**src/phy_link_monitor_regs.vh**
```
`ifndef PHY_LINK_MONITOR_REGS_VH
`define PHY_LINK_MONITOR_REGS_VH

// register indices on the management port
`define REG_RX_FEATURE       12'h4a0
`define REG_LINE_POLARITY    12'h553
`define REG_LINK_MON_CFG     12'h560
`define REG_LINK_FAIL_LOSS   12'h561
`define REG_LINK_TRAIN_TIME  12'h562
`define REG_RGMII_CTRL       12'h600
`define REG_RGMII_FIFO_ERR   12'h601
`define REG_RGMII_CLK_SKEW   12'h602
`define REG_RGMII_LPI        12'h603
`define REG_SERIAL_MAC_ONE   12'h608

// reset values
`define RST_RX_FEATURE       16'h1000
`define RST_LINE_POLARITY    16'h0000
`define RST_LINK_MON_CFG     16'h07e4
`define RST_RGMII_CTRL       16'h0030
`define RST_SERIAL_MAC_ONE   16'h007b

// writable masks
`define WMASK_LINK_MON_CFG   16'h3fff
`define WMASK_RGMII_CTRL     16'h007f

// field positions
`define BIT_ENHANCED_RX      7
`define BIT_FORCE_POL_EN     13
`define BIT_FORCE_POL_VAL    12
`define FLD_LINK_METRIC_HI   12
`define FLD_LINK_METRIC_LO   11
`define FLD_FAIL_MASK_HI     10
`define FLD_FAIL_MASK_LO     5
`define FLD_COMM_TIMER_HI    4
`define FLD_COMM_TIMER_LO    3
`define FLD_SQI_THR_HI       2
`define FLD_SQI_THR_LO       0
`define FLD_TX_THR_HI        6
`define FLD_TX_THR_LO        4
`define BIT_RGMII_EN         3
`define BIT_INV_TXD          2
`define BIT_INV_RXD          1
`define BIT_TX_ERR_MASK      0
`define BIT_RX_CLK_SHIFT     1
`define BIT_TX_CLK_SHIFT     0
`define BIT_LPI_EXIT_ERR     1
`define BIT_LPI_EXIT_ZERO    0

// link-up source codes
`define METRIC_CONFORM       2'b00
`define METRIC_MONITOR       2'b01
`define METRIC_SEND_DATA     2'b10
`define METRIC_COMM_READY    2'b11

// hysteresis codes
`define HYST_CODE_2MS        2'b00
`define HYST_CODE_500US      2'b01
`define HYST_CODE_1MS        2'b10
`define HYST_CODE_4MS        2'b11

// timing
`define CLK_FREQ_MHZ         16'h000a
`define HYST_2MS_US          16'h07d0
`define HYST_500US_US        16'h01f4
`define HYST_1MS_US          16'h03e8
`define HYST_4MS_US          16'h0fa0
`define TRAIN_TICK_US        16'h03e8

// receive data shown during low-power idle exit when not zeroed
`define LPI_IDLE_CODE        4'h1

`endif

```
**src/phy_link_monitor_rgmii_cfg_regs.v**
```verilog
// Behaviour
// - enhanced receive bit drives feature enable
// - force enable off means automatic polarity
// - forced value 0 normal, 1 inverted
// - metric selects monitored link-up source
// - six-bit mask gates failure logging
// - two-bit code selects comm-ready hysteresis
// - SQI worse than threshold counts failure
// - six-bit link loss count, read only
// - ten-bit failure-without-loss count, read only
// - read-only comm-ready status bit
// - eight-bit last training duration
// - three-bit transmit FIFO threshold, default 3
// - RGMII enable, reset from strap c
// - transmit wire order reversal
// - receive wire order reversal
// - mask transmit error from MAC
// - separate FIFO overflow and underflow flags
// - receive clock shift, strap reset 11
// - transmit clock shift, strap 101/110
// - low-power exit control and data signalling
`timescale 1ns/1ps
`include "phy_link_monitor_regs.vh"
module phy_link_monitor_rgmii_cfg_regs #(
  parameter [15:0] HYST_2MS_CYC   = `HYST_2MS_US * `CLK_FREQ_MHZ,
  parameter [15:0] HYST_500US_CYC = `HYST_500US_US * `CLK_FREQ_MHZ,
  parameter [15:0] HYST_1MS_CYC   = `HYST_1MS_US * `CLK_FREQ_MHZ,
  parameter [15:0] HYST_4MS_CYC   = `HYST_4MS_US * `CLK_FREQ_MHZ,
  parameter [15:0] TRAIN_TICK_CYC = `TRAIN_TICK_US * `CLK_FREQ_MHZ
) (
  input  wire        clk,
  input  wire        sys_rst,
  input  wire        ce,
  input  wire [11:0] reg_addr,
  input  wire [15:0] reg_wdata,
  input  wire        reg_wr,
  input  wire        reg_rd,
  output reg  [15:0] reg_rdata,
  input  wire        strap_pin_a,
  input  wire        strap_pin_b,
  input  wire        strap_pin_c,
  output wire        enhanced_rx_en,
  input  wire        auto_polarity,
  output wire        line_polarity,
  input  wire        link_up_conform,
  input  wire        link_monitor_up,
  input  wire        phy_send_data,
  input  wire        comm_ready_raw,
  output wire        comm_ready,
  output wire        link_up_sel,
  input  wire [2:0]  sqi_value,
  input  wire [3:0]  fail_event,
  input  wire        training_active,
  output wire [2:0]  tx_sync_fifo_threshold,
  input  wire        tx_fifo_overflow,
  input  wire        tx_fifo_underflow,
  output wire        rgmii_enable,
  output wire        rx_clk_shift,
  output wire        tx_clk_shift,
  input  wire [3:0]  mac_txd,
  input  wire        mac_tx_en,
  input  wire        mac_tx_er,
  output reg  [3:0]  pcs_txd,
  output reg         pcs_tx_en,
  output reg         pcs_tx_er,
  input  wire [3:0]  pcs_rxd,
  input  wire        pcs_rx_ctl,
  input  wire        lpi_exit,
  output reg  [3:0]  rgmii_rxd,
  output reg         rgmii_rx_ctl
);

  reg  [15:0] rx_feature_ff;
  reg  [15:0] line_pol_ff;
  reg  [15:0] link_cfg_ff;
  reg  [15:0] rgmii_ctrl_ff;
  reg  [1:0]  clk_skew_ff;
  reg  [1:0]  lpi_sig_ff;
  reg  [15:0] serial_mac_ff;
  reg         strap_done_ff;
  reg         ovf_flag_ff;
  reg         unf_flag_ff;
  reg         comm_ready_ff;
  reg  [15:0] hyst_cnt_ff;
  reg         sqi_worse_ff;
  reg         link_prev_ff;
  reg         train_prev_ff;
  reg  [15:0] tick_cnt_ff;
  reg  [7:0]  train_time_ff;
  reg  [15:0] nxt_rdata;
  reg  [15:0] hyst_limit;
  reg         link_sel;

  wire        wr_rx_feat;
  wire        wr_line_pol;
  wire        wr_link_cfg;
  wire        wr_rgmii_ctl;
  wire        wr_clk_skew;
  wire        wr_lpi;
  wire        wr_serial;
  wire        rd_fifo_err;
  wire [1:0]  metric;
  wire [5:0]  fail_mask;
  wire [1:0]  hyst_code;
  wire [2:0]  sqi_thr;
  wire        sqi_worse;
  wire        fail_pulse;
  wire        loss_pulse;
  wire        tick;
  wire        train_start;
  wire        train_end;
  wire [5:0]  loss_count;
  wire [9:0]  fail_count;
  wire [7:0]  train_count;
  wire [3:0]  txd_ordered;
  wire [3:0]  rxd_ordered;

  assign wr_rx_feat   = reg_wr && (reg_addr == `REG_RX_FEATURE);
  assign wr_line_pol  = reg_wr && (reg_addr == `REG_LINE_POLARITY);
  assign wr_link_cfg  = reg_wr && (reg_addr == `REG_LINK_MON_CFG);
  assign wr_rgmii_ctl = reg_wr && (reg_addr == `REG_RGMII_CTRL);
  assign wr_clk_skew  = reg_wr && (reg_addr == `REG_RGMII_CLK_SKEW);
  assign wr_lpi       = reg_wr && (reg_addr == `REG_RGMII_LPI);
  assign wr_serial    = reg_wr && (reg_addr == `REG_SERIAL_MAC_ONE);
  assign rd_fifo_err  = reg_rd && (reg_addr == `REG_RGMII_FIFO_ERR);

  // writable storage; straps are taken on the first enabled edge after
  // reset, since an async reset may only load constants
  always @(posedge clk or posedge sys_rst) begin
    if (sys_rst) begin
      rx_feature_ff <= `RST_RX_FEATURE;
      line_pol_ff   <= `RST_LINE_POLARITY;
      link_cfg_ff   <= `RST_LINK_MON_CFG;
      rgmii_ctrl_ff <= `RST_RGMII_CTRL;
      clk_skew_ff   <= 2'b00;
      lpi_sig_ff    <= 2'b00;
      serial_mac_ff <= `RST_SERIAL_MAC_ONE;
      strap_done_ff <= 1'b0;
    end else if (ce) begin
      if (!strap_done_ff) begin
        strap_done_ff <= 1'b1;
        rgmii_ctrl_ff[`BIT_RGMII_EN] <= strap_pin_c;
        clk_skew_ff[`BIT_RX_CLK_SHIFT] <= strap_pin_c && strap_pin_b;
        clk_skew_ff[`BIT_TX_CLK_SHIFT] <= strap_pin_c && (strap_pin_b != strap_pin_a);
      end else begin
        if (wr_rx_feat) begin
          rx_feature_ff <= reg_wdata;
        end
        if (wr_line_pol) begin
          line_pol_ff <= reg_wdata;
        end
        if (wr_link_cfg) begin
          link_cfg_ff <= reg_wdata & `WMASK_LINK_MON_CFG;
        end
        if (wr_rgmii_ctl) begin
          rgmii_ctrl_ff <= reg_wdata & `WMASK_RGMII_CTRL;
        end
        if (wr_clk_skew) begin
          clk_skew_ff <= reg_wdata[1:0];
        end
        if (wr_lpi) begin
          lpi_sig_ff <= reg_wdata[1:0];
        end
        if (wr_serial) begin
          serial_mac_ff <= reg_wdata;
        end
      end
    end
  end

  assign enhanced_rx_en = rx_feature_ff[`BIT_ENHANCED_RX];
  assign line_polarity  = line_pol_ff[`BIT_FORCE_POL_EN] ?
                          line_pol_ff[`BIT_FORCE_POL_VAL] : auto_polarity;

  assign metric    = link_cfg_ff[`FLD_LINK_METRIC_HI:`FLD_LINK_METRIC_LO];
  assign fail_mask = link_cfg_ff[`FLD_FAIL_MASK_HI:`FLD_FAIL_MASK_LO];
  assign hyst_code = link_cfg_ff[`FLD_COMM_TIMER_HI:`FLD_COMM_TIMER_LO];
  assign sqi_thr   = link_cfg_ff[`FLD_SQI_THR_HI:`FLD_SQI_THR_LO];

  always @* begin
    case (metric)
      `METRIC_CONFORM:   link_sel = link_up_conform;
      `METRIC_MONITOR:   link_sel = link_monitor_up;
      `METRIC_SEND_DATA: link_sel = phy_send_data;
      default:           link_sel = comm_ready_ff;
    endcase
  end

  always @* begin
    case (hyst_code)
      `HYST_CODE_2MS:   hyst_limit = HYST_2MS_CYC;
      `HYST_CODE_500US: hyst_limit = HYST_500US_CYC;
      `HYST_CODE_1MS:   hyst_limit = HYST_1MS_CYC;
      default:          hyst_limit = HYST_4MS_CYC;
    endcase
  end

  // comm-ready drops at once but must see the raw level steady for the
  // selected time before it rises, so short flickers never reach software
  always @(posedge clk or posedge sys_rst) begin
    if (sys_rst) begin
      hyst_cnt_ff   <= 16'h0000;
      comm_ready_ff <= 1'b0;
    end else if (ce) begin
      if (!comm_ready_raw) begin
        hyst_cnt_ff   <= 16'h0000;
        comm_ready_ff <= 1'b0;
      end else if (hyst_cnt_ff >= hyst_limit - 16'h0001) begin
        comm_ready_ff <= 1'b1;
      end else begin
        hyst_cnt_ff <= hyst_cnt_ff + 16'h0001;
      end
    end
  end

  assign comm_ready  = comm_ready_ff;
  assign link_up_sel = link_sel;

  // lower SQI means poorer signal; only the entry into the bad region counts
  assign sqi_worse  = sqi_value < sqi_thr;
  assign fail_pulse = (sqi_worse && !sqi_worse_ff && fail_mask[0]) ||
                      (|(fail_event & fail_mask[4:1]));
  assign loss_pulse = link_prev_ff && !link_sel;

  always @(posedge clk or posedge sys_rst) begin
    if (sys_rst) begin
      sqi_worse_ff  <= 1'b0;
      link_prev_ff  <= 1'b0;
      train_prev_ff <= 1'b0;
    end else if (ce) begin
      sqi_worse_ff  <= sqi_worse;
      link_prev_ff  <= link_sel;
      train_prev_ff <= training_active;
    end
  end

  sat_event_counter #(.WIDTH(6)) u_loss_count (
    .clk     (clk),
    .sys_rst (sys_rst),
    .ce      (ce),
    .clr     (1'b0),
    .inc     (loss_pulse),
    .count   (loss_count)
  );

  // a failure in the same cycle as the link dropping is a loss, not a failure
  sat_event_counter #(.WIDTH(10)) u_fail_count (
    .clk     (clk),
    .sys_rst (sys_rst),
    .ce      (ce),
    .clr     (1'b0),
    .inc     (fail_pulse && link_sel),
    .count   (fail_count)
  );

  // training time in ticks of TRAIN_TICK_CYC, captured when training ends
  assign train_start = training_active && !train_prev_ff;
  assign train_end   = !training_active && train_prev_ff;
  assign tick = training_active && (tick_cnt_ff == TRAIN_TICK_CYC - 16'h0001);

  always @(posedge clk or posedge sys_rst) begin
    if (sys_rst) begin
      tick_cnt_ff <= 16'h0000;
    end else if (ce) begin
      if (!training_active || tick) begin
        tick_cnt_ff <= 16'h0000;
      end else begin
        tick_cnt_ff <= tick_cnt_ff + 16'h0001;
      end
    end
  end

  sat_event_counter #(.WIDTH(8)) u_train_count (
    .clk     (clk),
    .sys_rst (sys_rst),
    .ce      (ce),
    .clr     (train_start),
    .inc     (tick),
    .count   (train_count)
  );

  always @(posedge clk or posedge sys_rst) begin
    if (sys_rst) begin
      train_time_ff <= 8'h00;
    end else if (ce && train_end) begin
      train_time_ff <= train_count;
    end
  end

  // fifo error flags stick until read; an event in the read cycle survives
  always @(posedge clk or posedge sys_rst) begin
    if (sys_rst) begin
      ovf_flag_ff <= 1'b0;
      unf_flag_ff <= 1'b0;
    end else if (ce) begin
      ovf_flag_ff <= tx_fifo_overflow || (ovf_flag_ff && !rd_fifo_err);
      unf_flag_ff <= tx_fifo_underflow || (unf_flag_ff && !rd_fifo_err);
    end
  end

  assign tx_sync_fifo_threshold = rgmii_ctrl_ff[`FLD_TX_THR_HI:`FLD_TX_THR_LO];
  assign rgmii_enable = rgmii_ctrl_ff[`BIT_RGMII_EN];
  assign rx_clk_shift = clk_skew_ff[`BIT_RX_CLK_SHIFT];
  assign tx_clk_shift = clk_skew_ff[`BIT_TX_CLK_SHIFT];

  assign txd_ordered = rgmii_ctrl_ff[`BIT_INV_TXD] ?
                       {mac_txd[0], mac_txd[1], mac_txd[2], mac_txd[3]} : mac_txd;
  assign rxd_ordered = rgmii_ctrl_ff[`BIT_INV_RXD] ?
                       {pcs_rxd[0], pcs_rxd[1], pcs_rxd[2], pcs_rxd[3]} : pcs_rxd;

  // data paths are registered; a disabled interface presents all zeros
  always @(posedge clk or posedge sys_rst) begin
    if (sys_rst) begin
      pcs_txd      <= 4'h0;
      pcs_tx_en    <= 1'b0;
      pcs_tx_er    <= 1'b0;
      rgmii_rxd    <= 4'h0;
      rgmii_rx_ctl <= 1'b0;
    end else if (ce) begin
      if (!rgmii_enable) begin
        pcs_txd      <= 4'h0;
        pcs_tx_en    <= 1'b0;
        pcs_tx_er    <= 1'b0;
        rgmii_rxd    <= 4'h0;
        rgmii_rx_ctl <= 1'b0;
      end else begin
        pcs_txd   <= txd_ordered;
        pcs_tx_en <= mac_tx_en;
        pcs_tx_er <= mac_tx_er && !rgmii_ctrl_ff[`BIT_TX_ERR_MASK];
        if (lpi_exit) begin
          rgmii_rx_ctl <= lpi_sig_ff[`BIT_LPI_EXIT_ERR];
          rgmii_rxd    <= lpi_sig_ff[`BIT_LPI_EXIT_ZERO] ? 4'h0 : `LPI_IDLE_CODE;
        end else begin
          rgmii_rx_ctl <= pcs_rx_ctl;
          rgmii_rxd    <= rxd_ordered;
        end
      end
    end
  end

  always @* begin
    nxt_rdata = 16'h0000;
    if (reg_addr == `REG_RX_FEATURE) begin
      nxt_rdata = rx_feature_ff;
    end else if (reg_addr == `REG_LINE_POLARITY) begin
      nxt_rdata = line_pol_ff;
    end else if (reg_addr == `REG_LINK_MON_CFG) begin
      nxt_rdata = link_cfg_ff;
    end else if (reg_addr == `REG_LINK_FAIL_LOSS) begin
      nxt_rdata = {loss_count, fail_count};
    end else if (reg_addr == `REG_LINK_TRAIN_TIME) begin
      nxt_rdata = {comm_ready_ff, 7'h00, train_time_ff};
    end else if (reg_addr == `REG_RGMII_CTRL) begin
      nxt_rdata = rgmii_ctrl_ff;
    end else if (reg_addr == `REG_RGMII_FIFO_ERR) begin
      nxt_rdata = {14'h0000, ovf_flag_ff, unf_flag_ff};
    end else if (reg_addr == `REG_RGMII_CLK_SKEW) begin
      nxt_rdata = {14'h0000, clk_skew_ff};
    end else if (reg_addr == `REG_RGMII_LPI) begin
      nxt_rdata = {14'h0000, lpi_sig_ff};
    end else if (reg_addr == `REG_SERIAL_MAC_ONE) begin
      nxt_rdata = serial_mac_ff;
    end
  end

  // read data stands only in the cycle after the strobe
  always @(posedge clk or posedge sys_rst) begin
    if (sys_rst) begin
      reg_rdata <= 16'h0000;
    end else if (ce) begin
      reg_rdata <= reg_rd ? nxt_rdata : 16'h0000;
    end
  end

endmodule

```
**src/sat_event_counter.v**
```verilog
`timescale 1ns/1ps
// counts single-cycle events, sticks at all ones instead of wrapping
module sat_event_counter #(
  parameter WIDTH = 8
) (
  input  wire             clk,
  input  wire             sys_rst,
  input  wire             ce,
  input  wire             clr,
  input  wire             inc,
  output wire [WIDTH-1:0] count
);

  reg  [WIDTH-1:0] count_ff;
  reg  [WIDTH-1:0] nxt_count;

  always @* begin
    nxt_count = count_ff;
    if (clr) begin
      nxt_count = {WIDTH{1'b0}};
    end else if (inc && (count_ff != {WIDTH{1'b1}})) begin
      nxt_count = count_ff + {{(WIDTH-1){1'b0}}, 1'b1};
    end
  end

  always @(posedge clk or posedge sys_rst) begin
    if (sys_rst) begin
      count_ff <= {WIDTH{1'b0}};
    end else if (ce) begin
      count_ff <= nxt_count;
    end
  end

  assign count = count_ff;

endmodule

```
**config.mk**
```make
export PLATFORM = sky130hd
export DESIGN_NAME = phy_link_monitor_rgmii_cfg_regs
export DESIGN_NICKNAME = d
export VERILOG_FILES = /design/src/phy_link_monitor_rgmii_cfg_regs.v /design/src/sat_event_counter.v
export VERILOG_INCLUDE_DIRS = /design/src /design/src/src
export SDC_FILE = /design/constraint.sdc
export NUM_CORES = 1
export LEC_CHECK = 0
export BUFFER_PORTS_ARGS = -buffer_cell sky130_fd_sc_hd__buf_2
export CAP_MARGIN = 10
export CORE_ASPECT_RATIO = 0.8
export CORE_UTILIZATION = 39
export DETAILED_ROUTE_END_ITERATION = 6
export GPL_TIMING_DRIVEN = 0
export PLACE_DENSITY = 0.57
export SETUP_SLACK_MARGIN = 0.02
export SYNTH_ARGS = -nofsm -noshare
export SYNTH_HDL_FRONTEND = slang
export SYNTH_SLANG_ARGS = --single-unit
```
**constraint.sdc**
```tcl
create_clock -name clk -period 10.5 [get_ports clk]
set_input_delay 1.05 -clock clk [delete_from_list [all_inputs] [get_ports clk]]
set_output_delay 1.05 -clock clk [all_outputs]
set_load 0.02 [all_outputs]
```
== Word-level counts from Yosys, hierarchy flattened ==
Index checks and enable logic that the tools add are counted.
Word-level totals
  bits of input ports: 63
  register bits: 171
  logic and storage cells: 145
  output and inout port bits: 37
Operators by class
  bitwise operators: 1
  equal/unequal tests: 23
  order comparisons: 2
  $add $sub $neg: 6
  reduce and logical (&&, ||, !) cells: 51
  multiplexer cells: 35
Operators with widths (number)
  two-way mux 16 bit: 14
  equality test 12 x 11 -> 1 bit, second input constant: 10
  one-hot mux 16 bit (3 select lines): 1
  adder 16 x 1 -> 16 bit, second input constant: 2
  logical AND 1 bit: 24
  two-way mux 4 bit: 6
  AND reduction 3 bit: 6
  equality test 16 x 14 -> 1 bit, second input constant: 1
  >= comparator 16 bit: 1
  two-way mux 8 bit: 2
  subtractor 16 x 1 -> 16 bit, second input constant: 1
  AND reduction 2 bit: 7
  adder 10 x 1 -> 10 bit, second input constant: 1
  != test 10 bit, second input constant: 1
  two-way mux 1 bit: 9
  adder 8 x 1 -> 8 bit, second input constant: 1
  != test 8 bit, second input constant: 1
  adder 6 x 1 -> 6 bit, second input constant: 1
  logical NOT 1 bit: 6
  != test 2 x 1 -> 1 bit, second input constant: 3
  != test 6 bit, second input constant: 1
  AND 4 bit: 1
  equality test 2 x 1 -> 1 bit, second input constant: 2
  equality test 2 bit, second input constant: 2
  9 further kinds: 14

== Longest topological paths before layout ==
  word-level depth: 12
  depth in mapped cells: 10
  depth with buffers taken out: 9

== Cells and area by module ==
From an unflattened synthesis, not the netlist that was laid out.
Unflattened totals
  cells, all modules: 868
  area total of the unflattened synthesis: 9455.3 µm²
By module, submodules not included
  phy_link_monitor_rgmii_cfg_regs: instances 1, cells an instance 702, sequential area each 3698.5 µm², area an instance 7912.6 µm²
  sat_event_counter at u_fail_count: instances 1, cells an instance 75, sequential area each 250.2 µm², area an instance 658.1 µm²
  sat_event_counter at u_train_count: instances 1, cells an instance 50, sequential area each 200.2 µm², area an instance 499.2 µm²
  sat_event_counter at u_loss_count: instances 1, cells an instance 41, sequential area each 150.1 µm², area an instance 385.4 µm²

== Worst setup path after synthesis ==
OpenSTA, ideal clock, no wires.
  path kind: input to register
  start: input reg_addr[2]
  end: register link_cfg_ff[11]
  stages on the path: 8
  slack: 7.590 ns
  data arrival time: 2.786 ns
  data required time: 10.375 ns
  setup time: 0.125 ns
  path buffers: 3
  cell sequence: buf_6 > or4b_4 > buf_6 > nor2_4 > nand2_2 > nor2_4 > buf_4 > mux2_2
On the way
  longest elaborated chain between the ends: 3
Ends and longest elaborated chain
  start, declared: RTL line phy_link_monitor_rgmii_cfg_regs.v:34  | input wire [11:0] reg_addr,
  equality test 12 x 11 -> 1 bit (no source line)
  logical AND 1 bit: RTL line phy_link_monitor_rgmii_cfg_regs.v:120  | assign wr_link_cfg = reg_wr && (reg_addr == `REG_LINK_MON_CFG);
  AND reduction 3 bit (no source line)
  end signal, assigned: RTL line phy_link_monitor_rgmii_cfg_regs.v:133  | link_cfg_ff <= `RST_LINK_MON_CFG;
  end signal, assigned: RTL line phy_link_monitor_rgmii_cfg_regs.v:153  | link_cfg_ff <= reg_wdata & `WMASK_LINK_MON_CFG;
  end, declared: RTL line phy_link_monitor_rgmii_cfg_regs.v:75  | reg [15:0] link_cfg_ff;
No other way between the ends.
A chain may end at the register's enable or synchronous reset.

== Worst setup path in the final report ==
  start: input reg_addr[0]
  end: register line_pol_ff[5]
On the way
  longest elaborated chain between the ends: 3
Ends and longest elaborated chain
  equality test 12 x 11 -> 1 bit (no source line)
  logical AND 1 bit: RTL line phy_link_monitor_rgmii_cfg_regs.v:119  | assign wr_line_pol = reg_wr && (reg_addr == `REG_LINE_POLARITY);
  AND reduction 3 bit (no source line)
  end signal, assigned: RTL line phy_link_monitor_rgmii_cfg_regs.v:132  | line_pol_ff <= `RST_LINE_POLARITY;
  end signal, assigned: RTL line phy_link_monitor_rgmii_cfg_regs.v:150  | line_pol_ff <= reg_wdata;
  end, declared: RTL line phy_link_monitor_rgmii_cfg_regs.v:74  | reg [15:0] line_pol_ff;
No other way between the ends.

==> impl_metrics.toml <==
[floorplanning]
die_w_um = 174
rows = 49
core_um2 = 22800
initial_utilization = 0.404
die_h_um = 140
die_area_um2 = 24300
ios = 100

[flow_run]
maxCapViolations = 0

[timing]
max_slew_margin = 0.209
final.period_utilization = 0.307
post-route-min-period_ns = 3.22
fin_setup_tns_ns = 0
report.final.hold_viol_count = 0
tightest_slew_ns = 1.18
final_max_slew_viol_count = 0
setup_viol = 0
max_freq_mhz = 310
rsz0062_at_grt = "no"
fin_worst_skew_ns = 0.0130

[clock_tree]
cts_tree = "yes"
worst_skew_pair.late_latency_ns = 0.44
postCtsSetupBuffers = 0
post_cts_resized = 0
clockBufferDepth = 2
ctsRootBufferMaster = "clkbuf_16"
cts_made_buffers = 17
htreeDepth = 4
clkTransAtPathRegs_ns = 0.07
cts.sinks = 171
cts_hold_buf = 0

[finish]
nNetsFinal = 1055
syn2layout_area_growth_pct = 16.6
drive_above_1_share = 0.288
fill_cells = 2173
final_core_util = 0.471

[yosys]
ys_seq_elements = 171
synthAdderAreaFrac = 0.0353
synthSimpleGateAreaFrac = 0.164
synth_top_area_frac = 0.421
synth_compound_area_frac = 0.148
synth-main-ff-cell = "dfrtp_1"
synthXorXnorAreaFrac = 0.0247
synth-async-reset-ratio = 1.00
syn_nets = 939
synth.yosys.warnings = 0
netlist_area_um2 = 9220
synthTopCellsByArea = "dfrtp_1 (42%), mux2_2 (8.4%), dfstp_2 (4.6%), ha_1 (3.5%), nand2_1 (3.0%)"
synth_edf_count = 0
muxShareOfSynthArea = 0.127
syn_avg_cell_area_um2 = 10.8
syn_inst = 850
yosys.area.top_type = "dfrtp_1"
synth.yosys.seq_area_share = 0.466
synth_top_family_by_area = "simple AND/OR/NAND/NOR gates"
synth.distinct_cells = 78

[setup_path]
critPathArrivalTime_ns = 3.54
cp_max_fo = 10
worstSetupEndpointType = "flop"
required_ns = 10.81
crit_path_start_kind = "input pin"
critPathKind = "in2reg"

[placement]
place_hpwl_mm = 19.2
place.gp.congestion = 0.870
port_buffers = 96

[drt]
drc_errors = 0
dr.first_iter.drc_count = 578
drtAntennaViolNets = 0
via_per_inst = 5.71
wirelength_mm = 26.6
dr.pass1.iters = 7
wl_per_cell_um = 20.7
routed-via-count = 7347

[power_and_ir_drop]
irDropWorstVdd_mv = 0.106
p_leak_nw = 4.82
p_per_area_nw_per_um2 = 145

[hold_path]
holdCritPathClass = "reg2reg"

[global_routing]
grt_pass1_vias = 7134
grtUsageTotal = 0.228
grt_max_degree = 119
grt_pass1_wl_mm = 42.2
antenna_found_initial = 3
globalRouteOverflowTotal = 0

[run_status]
status = "completed"
## state kept, by name (all words and copies together) (netlist names), 7 cells and up
| register | flops |
|---|---|
| hyst_cnt_ff | 16 |
| line_pol_ff | 16 |
| reg_rdata | 16 |
| rx_feature_ff | 16 |
| serial_mac_ff | 16 |
| tick_cnt_ff | 16 |
| link_cfg_ff | 14 |
| u_fail_count.count | 10 |
| train_time_ff | 8 |
| u_train_count.count | 8 |
| rgmii_ctrl_ff | 7 |
## cells in the final DEF (no fill, tap or decap), types with 10 or more instances in the layout
| cell type | count |
|---|---|
| dfrtp_1 | 155 |
| buf_2 | 100 |
| nand2_1 | 74 |
| mux2_2 | 69 |
| o21ai_0 | 41 |
| nand3_1 | 37 |
| nor2_1 | 37 |
| a21oi_1 | 29 |
| inv_1 | 28 |
| ha_1 | 26 |
| nand4_1 | 25 |
| clkbuf_1 | 24 |
| xnor2_1 | 18 |
| clkbuf_16 | 17 |
| dfstp_2 | 16 |
| o2bb2ai_1 | 15 |
| mux2i_1 | 14 |
| and3_1 | 11 |
| mux2_4 | 10 |
## through the flow
step	std cells	cell area (um2)	hold slack, ns	total power [W]	setup WS [ns]
CTS	1285	10700	0.484	0.00158	7.27
finish	1287	10700	0.479	0.00156	7.28
detailed placement	1253	10100	0.468	0.000896	6.90
global route	1287	10700	0.501	0.00162	7.00
global placement	1252	10100	0.458	0.000892	2.56
floorplan	850	9220	0.448	0.000829	4.84
## cells in the mapped netlist, drive strengths merged, types with 9 or more instances
| cell type | n |
|---|---|
| dfrtp | 155 |
| mux2 | 86 |
| nand2 | 78 |
| o21ai | 43 |
| nor2 | 41 |
| nand3 | 37 |
| a21oi | 35 |
| inv | 29 |
| ha | 26 |
| nand4 | 25 |
| clkbuf | 24 |
| buf | 18 |
| xnor2 | 18 |
| dfstp | 16 |
| o2bb2ai | 15 |
| mux2i | 14 |
| nor4 | 14 |
| and3 | 11 |
| nor3 | 10 |
| a32o | 9 |
## routing by layer
metal	global-route usage	wire, um
met5	0	0
met4	0.0642	392
met3	0.0473	1470
met2	0.331	11800
met1	0.339	12900
## report_power, final
group / leakage [nW] / total, W / switching (W) / internal [W]
Sequential: 2.28 / 0.000724 / 0.0000366 / 0.000688
Combinational: 2.24 / 0.000159 / 0.0000998 / 0.0000593
Clock: 0.308 / 0.000676 / 0.000289 / 0.000387
## worst max-delay path: stages
cell      delay, ns
clkbuf_1       0.35
nand4b_1       0.45
nor4_4         0.85
nand2_4        0.25
buf_6          0.25
mux2_4         0.31
## final cells by class
| cell class | instances | area (um2) | share of cell area |
|---|---|---|---|
| antenna | 2 | 5.00 | 0.000466 |
| clock buffer | 18 | 439 | 0.0409 |
| timing repair buffer | 97 | 508 | 0.0473 |
| multi-input combinational | 608 | 4600 | 0.428 |
| inverter | 29 | 116 | 0.0108 |
| clock inverter | 14 | 185 | 0.0172 |
| sequential | 171 | 4300 | 0.400 |
| buffer | 42 | 211 | 0.0197 |
| tap | 306 | 383 | 0.0356 |
## kinds of logic (layout without fill, tap and decap cells)
logic type / count (synthesis) / after routing
AO/OA/AOI/OAI: 187 / 187
XOR/XNOR: 26 / 26
adder cells (fa/ha/maj): 26 / 26
buffers and inverters: 71 / 200
flip-flops: 171 / 171
multiplexers: 101 / 101
other: 0 / 2
AND/OR/NAND/NOR: 268 / 268
## worst paths after layout
kind	slack, ns	start	to	depth (start not counted)
max	7.28	reg_addr[0]	line_pol_ff[5]$_DFFE_PP0P_	6
min	0.48	reg_rdata[14]$_DFFE_PP0P_	reg_rdata[14]$_DFFE_PP0P_	1
max reg2reg	7.28	link_cfg_ff[4]$_DFFE_PP0P_	hyst_cnt_ff[8]$_DFFE_PP0P_	9
min reg2reg	0.48	reg_rdata[14]$_DFFE_PP0P_	reg_rdata[14]$_DFFE_PP0P_	1
max in group asynchronous	8.95	sys_rst	hyst_cnt_ff[12]$_DFFE_PP0P_	3
min in group asynchronous	0.63	sys_rst	tick_cnt_ff[15]$_DFFE_PP0P_	2
No activity file was read; power rests on OpenSTA's default activity.
